### src/rtl/spr_pkg.sv
package spr_pkg;

    // ==========================================================
    // Register map (byte addresses)
    // ==========================================================
    localparam logic [11:0] ADDR_LEVEL1   = 12'h000;
    localparam logic [11:0] ADDR_LEVEL2   = 12'h004;
    localparam logic [11:0] ADDR_LEVEL3   = 12'h008;
    localparam logic [11:0] ADDR_LEVEL4   = 12'h00C;
    localparam logic [11:0] ADDR_MAKE     = 12'h010;
    localparam logic [11:0] ADDR_BREAK    = 12'h014;
    localparam logic [11:0] ADDR_CONFIG   = 12'h018;
    localparam logic [11:0] ADDR_READING  = 12'h01C;
    localparam logic [11:0] ADDR_STATUS   = 12'h020;
    localparam logic [11:0] ADDR_IRQ_STAT = 12'h024;
    localparam logic [11:0] ADDR_IRQ_MASK = 12'h028;
    localparam logic [11:0] ADDR_PROMPT   = 12'h02C;

    // ==========================================================
    // Config field positions
    // ==========================================================
    localparam int CFG_PAT_LSB   = 0;
    localparam int CFG_BAND_BIT  = 2;
    localparam int CFG_NUMERIC_DISPLAY_ON_BIT  = 3;
    localparam int CFG_BRITE_LSB = 4;
    localparam int CFG_FIT_LSB   = 8;

    // ==========================================================
    // Value ranges and reset values
    // ==========================================================
    localparam logic signed [15:0] LEVEL_MIN   = -16'sd1999;
    localparam logic signed [15:0] LEVEL_MAX   = 16'sd9999;
    localparam logic [13:0]        DELAY_MAX   = 14'd9999;
    localparam logic signed [15:0] LEVEL_RST   = 16'sd9999;
    localparam logic [1:0]         BRITE_RST   = 2'd3;

    // ==========================================================
    // Polarity pattern codes; in the decoded mask, bit i high means level i+1 activates above
    // ==========================================================
    localparam logic [1:0] PAT_LLLL = 2'd0;
    localparam logic [1:0] PAT_LHLH = 2'd1;
    localparam logic [1:0] PAT_LHHH = 2'd2;
    localparam logic [1:0] PAT_HHHH = 2'd3;

    // ==========================================================
    // Timing
    // ==========================================================
    localparam int CLK_HZ       = 25_000_000;
    localparam int TICK_SEC     = 1;
    localparam int TICK_CYCLES  = CLK_HZ * TICK_SEC;

    // Prompt sequence while stepping through level programming
    typedef enum logic [8:0] {
        SPR_P_IDLE  = 9'b0_0000_0001,
        SPR_P_LVL1  = 9'b0_0000_0010,
        SPR_P_MAKE  = 9'b0_0000_0100,
        SPR_P_BRK   = 9'b0_0000_1000,
        SPR_P_BAND  = 9'b0_0001_0000,
        SPR_P_LVL2  = 9'b0_0010_0000,
        SPR_P_LVL3  = 9'b0_0100_0000,
        SPR_P_LVL4  = 9'b0_1000_0000,
        SPR_P_PAT   = 9'b1_0000_0000
    } spr_prompt_e;

endpackage

### src/rtl/spr_delay.sv
`timescale 1ns/1ps
// Make/break delay filter for the first trip level
module spr_delay (
    input  wire logic        sys_clk,
    input  wire logic        rst_n,
    input  wire logic        sample,
    input  wire logic        tick,
    input  wire logic        alarm,
    input  wire logic [13:0] make_delay,
    input  wire logic [13:0] break_delay,
    output logic             relay
);

    typedef struct packed {
        logic        relay;
        logic [13:0] secs;
    } spr_dly_s;

    spr_dly_s s_q;
    spr_dly_s s_d;

    // ==========================================================
    // Timer: counts seconds while the alarm differs from relay
    // ==========================================================
    always_comb begin
        s_d = s_q;
        if (alarm == s_q.relay) begin
            s_d.secs = '0;                              // Interruption restarts
        end else if (alarm && s_q.secs >= make_delay) begin
            s_d.relay = 1'b1;
            s_d.secs  = '0;
        end else if (!alarm && s_q.secs >= break_delay) begin
            s_d.relay = 1'b0;
            s_d.secs  = '0;
        end else if (tick && s_q.secs != 14'h3FFF) begin
            s_d.secs = s_q.secs + 14'd1;
        end
        if (!sample && !tick) begin
            s_d = s_q;                                  // Only act per reading/tick
        end
    end

    always_ff @(posedge sys_clk) begin
        if (!rst_n) begin
            s_q <= '0;
        end else begin
            s_q <= s_d;
        end
    end

    assign relay = s_q.relay;

endmodule

### src/rtl/spr_top.sv
// Our own choices: the register offsets and the APB slave port.
`timescale 1ns/1ps
module spr_top (
    input  wire logic        sys_clk,
    input  wire logic        rst_n,
    input  wire logic        psel,
    input  wire logic        penable,
    input  wire logic        pwrite,
    input  wire logic [11:0] paddr,
    input  wire logic [31:0] pwdata,
    output logic      [31:0] prdata,
    output logic             pready,
    output logic             pslverr,
    input  wire logic        reading_valid,
    input  wire logic [15:0] reading,
    input  wire logic        lock_n,
    input  wire logic        dim_n,
    input  wire logic        program_key,
    input  wire logic        view_key,
    output logic      [3:0]  relay_drive,
    output logic      [3:0]  lamp_drive,
    output logic      [1:0]  brightness,
    output logic             numeric_display_on,
    output logic      [8:0]  prompt,
    output logic             irq
);

    typedef struct packed {
        logic signed [15:0] first_trip_level;
        logic signed [15:0] second_trip_level;
        logic signed [15:0] third_trip_level;
        logic signed [15:0] fourth_trip_level;
        logic [13:0]        make_delay;
        logic [13:0]        break_delay;
        logic [1:0]         relay_polarity_pattern;
        logic               pump_band_enable;
        logic               display_enable;
        logic [1:0]         brite;
        logic [3:0]         fitted;
        logic signed [15:0] last_reading;
        logic               sample;
        logic               sample_dly;
        logic [24:0]        div;
        logic               tick;
        logic [3:0]         alarm;
        logic               band_on;
        logic [3:0]         irq_stat;
        logic [3:0]         irq_mask;
        logic               write_refused;
        spr_pkg::spr_prompt_e prompt;
        logic               pkey_d;
        logic               vkey_d;
        logic               viewing;
        logic [31:0]        prdata;
        logic               pready;
        logic               pslverr;
        logic [3:0]         relay;
        logic [3:0]         lamp;
        logic [1:0]         bright_out;
        logic               numeric_display_on_out;
        logic               irq;
    } spr_state_s;

    spr_state_s s_q;
    spr_state_s s_d;
    logic       level1_relay;
    logic [3:0] above;
    logic [3:0] below;
    logic [3:0] pol_high;
    logic signed [15:0] lvl [4];
    logic [3:0] events;

    // ==========================================================
    // Delay filter for the first level
    // ==========================================================
    spr_delay u_delay (
        .sys_clk     (sys_clk),
        .rst_n       (rst_n),
        .sample      (s_q.sample_dly),
        .tick        (s_q.tick),
        .alarm       (s_q.band_on),
        .make_delay  (s_q.make_delay),
        .break_delay (s_q.break_delay),
        .relay       (level1_relay)
    );

    // Pattern decode: letters left to right are levels one to four
    always_comb begin
        case (s_q.relay_polarity_pattern)
            spr_pkg::PAT_LLLL: pol_high = 4'b0000;
            spr_pkg::PAT_LHLH: pol_high = 4'b1010;
            spr_pkg::PAT_LHHH: pol_high = 4'b1110;
            default:           pol_high = 4'b1111;
        endcase
    end

    assign lvl[0] = s_q.first_trip_level;
    assign lvl[1] = s_q.second_trip_level;
    assign lvl[2] = s_q.third_trip_level;
    assign lvl[3] = s_q.fourth_trip_level;

    // Strict comparisons: a level at the range extreme in its own polarity direction cannot trip on an in-range reading
    genvar gi;
    generate
        for (gi = 0; gi < 4; gi++) begin : g_cmp
            assign above[gi] = s_q.last_reading > lvl[gi];
            assign below[gi] = s_q.last_reading < lvl[gi];
        end
    endgenerate

    assign events = s_d.lamp & ~s_q.lamp;

    // ==========================================================
    // Next-state logic
    // ==========================================================
    always_comb begin
        logic        acc;
        logic        wr;
        logic        rd;
        logic        ok;
        logic signed [15:0] wv;
        logic [3:0]  clr;
        logic        band_mode;
        acc       = psel && penable && !s_q.pready;
        wr        = acc && pwrite;
        rd        = acc && !pwrite;
        ok        = lock_n;
        wv        = pwdata[15:0];
        clr       = '0;
        band_mode = 1'b0;
        s_d       = s_q;

        // One-second tick from the system clock
        s_d.tick = 1'b0;
        if (s_q.div == 25'(spr_pkg::TICK_CYCLES - 1)) begin
            s_d.div  = '0;
            s_d.tick = 1'b1;
        end else begin
            s_d.div = s_q.div + 25'd1;
        end

        // Capture each new conversion; comparisons use it next cycle
        s_d.sample = reading_valid;
        // Band state settles a cycle after the compare; strobe the filter then
        s_d.sample_dly = s_q.sample;
        if (reading_valid) begin
            s_d.last_reading = reading;
        end

        // Alarm comparisons against each level
        for (int i = 0; i < 4; i++) begin
            s_d.alarm[i] = pol_high[i] ? above[i] : below[i];
        end

        // Pump band on the first level, level two is the upper limit
        band_mode = s_q.pump_band_enable
                 && (s_q.second_trip_level > s_q.first_trip_level);
        if (!band_mode) begin
            s_d.band_on = s_d.alarm[0];
        end else if (s_q.relay_polarity_pattern == spr_pkg::PAT_LHLH) begin
            if (below[0]) begin
                s_d.band_on = 1'b1;
            end else if (s_q.last_reading >= s_q.second_trip_level) begin
                s_d.band_on = 1'b0;
            end
        end else if (s_q.relay_polarity_pattern == spr_pkg::PAT_HHHH) begin
            if (above[1]) begin
                s_d.band_on = 1'b1;
            end else if (s_q.last_reading <= s_q.first_trip_level) begin
                s_d.band_on = 1'b0;
            end
        end else begin
            s_d.band_on = s_d.alarm[0];
        end

        // Outputs: level one delayed, others direct; unfitted relays off
        s_d.lamp[0] = level1_relay;
        s_d.lamp[1] = s_q.alarm[1];
        s_d.lamp[2] = s_q.alarm[2];
        s_d.lamp[3] = s_q.alarm[3];
        s_d.relay   = s_d.lamp & s_q.fitted;

        // Prompt walk on the program key
        s_d.pkey_d = program_key;
        s_d.vkey_d = view_key;
        if (program_key && !s_q.pkey_d) begin
            case (s_q.prompt)
                spr_pkg::SPR_P_IDLE: s_d.prompt = spr_pkg::SPR_P_LVL1;
                spr_pkg::SPR_P_LVL1: s_d.prompt = spr_pkg::SPR_P_MAKE;
                spr_pkg::SPR_P_MAKE: s_d.prompt = spr_pkg::SPR_P_BRK;
                spr_pkg::SPR_P_BRK:  s_d.prompt = spr_pkg::SPR_P_BAND;
                spr_pkg::SPR_P_BAND: s_d.prompt = spr_pkg::SPR_P_LVL2;
                spr_pkg::SPR_P_LVL2: s_d.prompt = spr_pkg::SPR_P_LVL3;
                spr_pkg::SPR_P_LVL3: s_d.prompt = spr_pkg::SPR_P_LVL4;
                spr_pkg::SPR_P_LVL4: s_d.prompt = spr_pkg::SPR_P_PAT;
                default:             s_d.prompt = spr_pkg::SPR_P_IDLE;
            endcase
        end
        if (view_key && !s_q.vkey_d) begin
            s_d.viewing = !s_q.viewing;
        end

        // Display: halved by dim input, lit during any procedure
        s_d.bright_out = dim_n ? s_q.brite : (s_q.brite >> 1);
        s_d.numeric_display_on_out   = s_q.display_enable || s_q.viewing
                      || (s_q.prompt != spr_pkg::SPR_P_IDLE);

        // APB: one wait state, answer one cycle after access begins
        s_d.pready  = acc;
        s_d.pslverr = 1'b0;
        s_d.prdata  = '0;
        if (wr) begin
            s_d.write_refused = 1'b0;
            case (paddr)
                spr_pkg::ADDR_LEVEL1, spr_pkg::ADDR_LEVEL2,
                spr_pkg::ADDR_LEVEL3, spr_pkg::ADDR_LEVEL4: begin
                    if (!ok || wv < spr_pkg::LEVEL_MIN || wv > spr_pkg::LEVEL_MAX) begin
                        s_d.write_refused = 1'b1;
                        s_d.pslverr       = 1'b1;
                    end else if (paddr == spr_pkg::ADDR_LEVEL1) begin
                        s_d.first_trip_level = wv;
                    end else if (paddr == spr_pkg::ADDR_LEVEL2) begin
                        s_d.second_trip_level = wv;
                    end else if (paddr == spr_pkg::ADDR_LEVEL3) begin
                        s_d.third_trip_level = wv;
                    end else begin
                        s_d.fourth_trip_level = wv;
                    end
                end
                spr_pkg::ADDR_MAKE, spr_pkg::ADDR_BREAK: begin
                    if (!ok || pwdata[13:0] > spr_pkg::DELAY_MAX
                        || pwdata[31:14] != '0) begin
                        s_d.write_refused = 1'b1;
                        s_d.pslverr       = 1'b1;
                    end else if (paddr == spr_pkg::ADDR_MAKE) begin
                        s_d.make_delay = pwdata[13:0];
                    end else begin
                        s_d.break_delay = pwdata[13:0];
                    end
                end
                spr_pkg::ADDR_CONFIG: begin
                    if (!ok) begin
                        s_d.write_refused = 1'b1;
                        s_d.pslverr       = 1'b1;
                    end else begin
                        s_d.relay_polarity_pattern = pwdata[spr_pkg::CFG_PAT_LSB +: 2];
                        s_d.pump_band_enable       = pwdata[spr_pkg::CFG_BAND_BIT];
                        s_d.display_enable         = pwdata[spr_pkg::CFG_NUMERIC_DISPLAY_ON_BIT];
                        s_d.brite                  = pwdata[spr_pkg::CFG_BRITE_LSB +: 2];
                        s_d.fitted                 = pwdata[spr_pkg::CFG_FIT_LSB +: 4];
                    end
                end
                spr_pkg::ADDR_IRQ_STAT: clr = pwdata[3:0];
                spr_pkg::ADDR_IRQ_MASK: s_d.irq_mask = pwdata[3:0];
                spr_pkg::ADDR_READING, spr_pkg::ADDR_STATUS,
                spr_pkg::ADDR_PROMPT: ;
                default: s_d.pslverr = 1'b1;
            endcase
        end
        if (rd) begin
            case (paddr)
                spr_pkg::ADDR_LEVEL1:   s_d.prdata = 32'(s_q.first_trip_level);
                spr_pkg::ADDR_LEVEL2:   s_d.prdata = 32'(s_q.second_trip_level);
                spr_pkg::ADDR_LEVEL3:   s_d.prdata = 32'(s_q.third_trip_level);
                spr_pkg::ADDR_LEVEL4:   s_d.prdata = 32'(s_q.fourth_trip_level);
                spr_pkg::ADDR_MAKE:     s_d.prdata = {18'h0, s_q.make_delay};
                spr_pkg::ADDR_BREAK:    s_d.prdata = {18'h0, s_q.break_delay};
                spr_pkg::ADDR_CONFIG:   s_d.prdata = {20'h0, s_q.fitted, 2'b00,
                                                      s_q.brite, s_q.display_enable,
                                                      s_q.pump_band_enable,
                                                      s_q.relay_polarity_pattern};
                spr_pkg::ADDR_READING:  s_d.prdata = 32'(s_q.last_reading);
                spr_pkg::ADDR_STATUS:   s_d.prdata = {22'h0, s_q.write_refused, !lock_n,
                                                      s_q.relay, s_q.lamp};
                spr_pkg::ADDR_IRQ_STAT: s_d.prdata = {28'h0, s_q.irq_stat};
                spr_pkg::ADDR_IRQ_MASK: s_d.prdata = {28'h0, s_q.irq_mask};
                spr_pkg::ADDR_PROMPT:   s_d.prdata = {23'h0, s_q.prompt};
                default:                s_d.pslverr = 1'b1;
            endcase
        end

        // Sticky lamp-rise flags; a new event wins over a clear
        s_d.irq_stat = (s_q.irq_stat & ~clr) | events;
        s_d.irq      = |(s_d.irq_stat & s_d.irq_mask);
    end

    // ==========================================================
    // State register
    // ==========================================================
    always_ff @(posedge sys_clk) begin
        if (!rst_n) begin
            s_q                        <= '0;
            s_q.first_trip_level       <= spr_pkg::LEVEL_RST;
            s_q.second_trip_level      <= spr_pkg::LEVEL_RST;
            s_q.third_trip_level       <= spr_pkg::LEVEL_RST;
            s_q.fourth_trip_level      <= spr_pkg::LEVEL_RST;
            s_q.relay_polarity_pattern <= spr_pkg::PAT_HHHH;
            s_q.display_enable         <= 1'b1;
            s_q.brite                  <= spr_pkg::BRITE_RST;
            s_q.fitted                 <= 4'hF;
            s_q.prompt                 <= spr_pkg::SPR_P_IDLE;
        end else begin
            s_q <= s_d;
        end
    end

    assign prdata             = s_q.prdata;
    assign pready             = s_q.pready;
    assign pslverr            = s_q.pslverr;
    assign relay_drive        = s_q.relay;
    assign lamp_drive         = s_q.lamp;
    assign brightness         = s_q.bright_out;
    assign numeric_display_on = s_q.numeric_display_on_out;
    assign prompt             = s_q.prompt;
    assign irq                = s_q.irq;

endmodule

### config.mk
export PLATFORM = sky130hd
export DESIGN_NAME = spr_top
export DESIGN_NICKNAME = d
export VERILOG_FILES = /design/src/rtl/spr_pkg.sv /design/src/rtl/spr_delay.sv /design/src/rtl/spr_top.sv
export SDC_FILE = /design/constraint.sdc
export NUM_CORES = 1
export LEC_CHECK = 0
export BUFFER_PORTS_ARGS = -buffer_cell sky130_fd_sc_hd__buf_4
export CAP_MARGIN = 20
export CORE_MARGIN = 10
export CORE_UTILIZATION = 55
export CTS_BUF_LIST = sky130_fd_sc_hd__clkbuf_4
export DETAILED_ROUTE_END_ITERATION = 8
export PLACE_DENSITY = 0.75
export SLEW_MARGIN = 40
export SYNTH_ARGS = -nofsm -noshare
export SYNTH_HDL_FRONTEND = slang
export SYNTH_SLANG_ARGS = --single-unit
### constraint.sdc
create_clock -name sys_clk -period 5.6 [get_ports sys_clk]
set_clock_uncertainty 0.15 [all_clocks]
set_input_delay 1.12 -clock sys_clk [delete_from_list [all_inputs] [get_ports sys_clk]]
set_output_delay 1.12 -clock sys_clk [all_outputs]
set_load 0.02 [all_outputs]
==> flow_summary.ini <==
[pwr]
power_frac_clock_pct = 42.7
combinationalPowerShare_pct = 8.5
p_seq_share_pct = 48.8
p_sw_uw = 867
leakage_nw = 6.14
switching_share_pct = 26.5
p_int_mw = 2.40
total_power_mw = 3.27
power_density_mw_per_mm2 = 232
peakVddDrop_uv = 143

[final_layout]
drive_gt1_share_pct = 17.4
final_common_cell = dfxtp_1
layout.nets = 1719
multi_input_area_sq_mm = 0.00726
register_area_sq_mm = 0.00432
nFillCells = 2023
finish.instance_area_sq_mm = 0.0141
area_delta_synth_final_pct = 10.7
final_cell_mix = dfxtp_1 (216), nand2_1 (184), buf_4 (131)

[synthesis]
async_reset_ff_share_pct = 0
seq_area_frac_synth_pct = 34.0
synthesis.area_sq_mm = 0.0127
ys.flop_type = dfxtp_1
synth_edf_count = 0
synth_area_per_cell_sq_um = 8.63
ys_ff_latch = 216
synth_cells = 1473
ys_warn_count = 0
synth.net_count = 1653
ys_types = 72

[place]
io_buffers = 124
pre_cts_slack_ns = 1.65
hpwlAfterDp_microns = 28700
gp_congestion = 0.958
placed_cell_area_sq_mm = 0.0133

[sta]
hold_violations = 0
rsz0062_at_grt = no
fmax_mhz = 300
fin_crit_sh_pct = 59.5
timing.hold.ws_ns = 0.291
timing.setup.tns_ns = 0
relSlewSlack_pct = 44.3
finalSetupViolCount = 0
tightest_slew_ns = 0.815
slew_viol_final = 0
layout_setup_ws_ns = 2.27
period_minus_slack_ns = 3.33

[detailed_routing]
ant_nets = 0
drt_iter0_drc = 1272
vias_per_cell = 6.04
drt_wl_total_microns = 38400
dr.pass1.iters = 6
vias = 11300
drc_errors = 0
wl_per_cell_microns = 20.5

[worst_hold_path]
worstHoldPathType = flop to flop
hold_end = s_q[98]
whs_path_depth = 1
hp-start = s_d[98]

[cts]
cts_resized = 0
ctsHtreeMaxLevel = 2
clock_sinks = 216
clkSlewWorstSetupHoldPaths_ns = 0.06
clk_latency_ns = 0.69
cts_tree = built
cts_root_buf = clkbuf_4
hold_buffers = 0
clockBufferDepth = 3
numCtsBuffers = 59
post_cts_buffers = 0

[grt]
grt_max_degree = 92
grt_usage_pct = 25.3
grt_pass1_wl_microns = 58700
grt_overflow = 0
antenna_found_initial = 1
first_global_vias = 10600

[critical_path]
startpoint_type = flop
slowest_stage = a21oi_2
cp-startpoint = s_q[149]
rr_endpoint = u_delay.s_q[1]
cp-end-kind = flop
required_ns = 6.08
crit_chain = inv_1 -> ha_1 -> a21o_1 -> a21o_1 -> a211o_1 -> a221oi_2 -> a22oi_1 -> a21oi_2 -> o21bai_1 -> a32o_1
critPathMaxStageDelay_ns = 0.54
arrival_ns = 3.81
crit_top_cell = a21o_1
critPathKind = flop to flop
rr_worst_depth = 10
r2r_slack_ns = 2.27
rr_startpoint = s_q[149]
worstPathMaxFanout = 12

[die]
die_area_sq_mm = 0.0296
std_cell_rows = 55
die_y_microns = 172
core_area_sq_mm = 0.0227
pin_count = 125
dieWidth_microns = 172
start_util_pct = 56.0

[outcome]
status = complete, no violations

[run]
drv_cap = 0
[power by group through the flow]
stage | registers, mW | clock network (mW) | logic [mW]
after floorplan | 1.61 | 0 | 0.178
after global placement | 1.63 | 0 | 0.267
after detailed placement | 1.63 | 0 | 0.272
after CTS | 1.59 | 1.42 | 0.274
after global routing | 1.60 | 1.50 | 0.303
final | 1.60 | 1.40 | 0.279
[routing by layer]
metal,GRT usage (%),up-vias,share of wire [%]
met3,5.79,94,11
li1,-,5299,-
met1,33.8,5288,42
met2,38.7,595,43
met4,9.82,0,3.6
met5,0,-,0
[registers in the layout (all words and copies together) (netlist names)]
signal,flops
s_q,94
lvl,64
prdata,16
u_delay.s_q,14
prompt,9
lamp_drive,4
relay_drive,4
s_d,4
brightness,2
irq,1
numeric_display_on,1
pready,1
pslverr,1
u_delay.relay,1
[synthesized netlist by cell type, drive strengths merged, types with 4 or more instances]
cell type	count	area (sq um)
o22ai	7	43.8
a22o	4	35.0
o21a	9	67.6
nand3	47	235
mux2i	69	691
xnor2	6	52.6
or3	6	37.5
a32oi	6	52.6
a21oi	62	310
and2	25	161
a22oi	35	263
a21o	14	105
or2	4	25.0
a211oi	4	35.0
o21ai	34	181
clkbuf	49	184
inv	104	390
nor2	66	255
nor3	18	95.1
ha	110	1380
nor4	13	111
o211ai	33	318
nand2	190	728
dfxtp	216	4320
nand2b	14	87.6
buf	79	563
nand4	22	138
and3	19	119
nor4b	7	61.3
nor2b	72	450
a221oi	7	67.6
a31oi	10	62.6
a41oi	4	35.0
xor2	19	166
or4	5	37.5
mux4	10	225
a21boi	38	285
[worst max-delay path, delay by kind of cell (launching register included)]
family / cells / cell delay (ns)
DFF: 1 / 0.43
AOI/OAI and AO/OA: 8 / 2.28
buffers and inverters: 1 / 0.09
adders and majority gates: 1 / 0.31
[cell type report]
type,count,share of cell area [%]
multi-input cells,1025,51.6
flip-flops and latches,216,30.7
repair buffers,133,7.15
clock buffers,89,4.75
inverters,104,2.77
well taps,285,2.53
clock inverters,15,0.471
diodes,1,0.0178
[kinds of logic after synthesis]
logic type / Yosys count / synth area share (%)
and+or+nand+nor: 517 / 20.7
AOI/OAI and AO/OA: 294 / 16.6
buffers and inverters: 232 / 8.95
DFF: 216 / 34.0
adders and majority gates: 110 / 10.8
muxes: 79 / 7.21
xor gates and xnor gates: 25 / 1.72
[through the flow]
step | util (%) | cells
6_report | 62.0 | 1868
5_1_grt | 62.0 | 1868
4_1_cts | 61.9 | 1867
3_5_place_dp | 58.7 | 1763
3_3_place_gp | 58.5 | 1759
2_1_floorplan | - | 1473
[worst max-delay path by stage]
stage,depth (start not counted),end,slack [ns]
5_1_grt,10,u_delay.s_q[1],2.20
6_report,10,u_delay.s_q[1],2.27
3_5_place_dp,8,lvl[47],1.65
3_3_place_gp,8,lvl[16],1.60
2_1_floorplan,10,lvl[51],2.41
4_1_cts,10,u_delay.s_q[1],2.36
(Power assumes the default switching activity.)
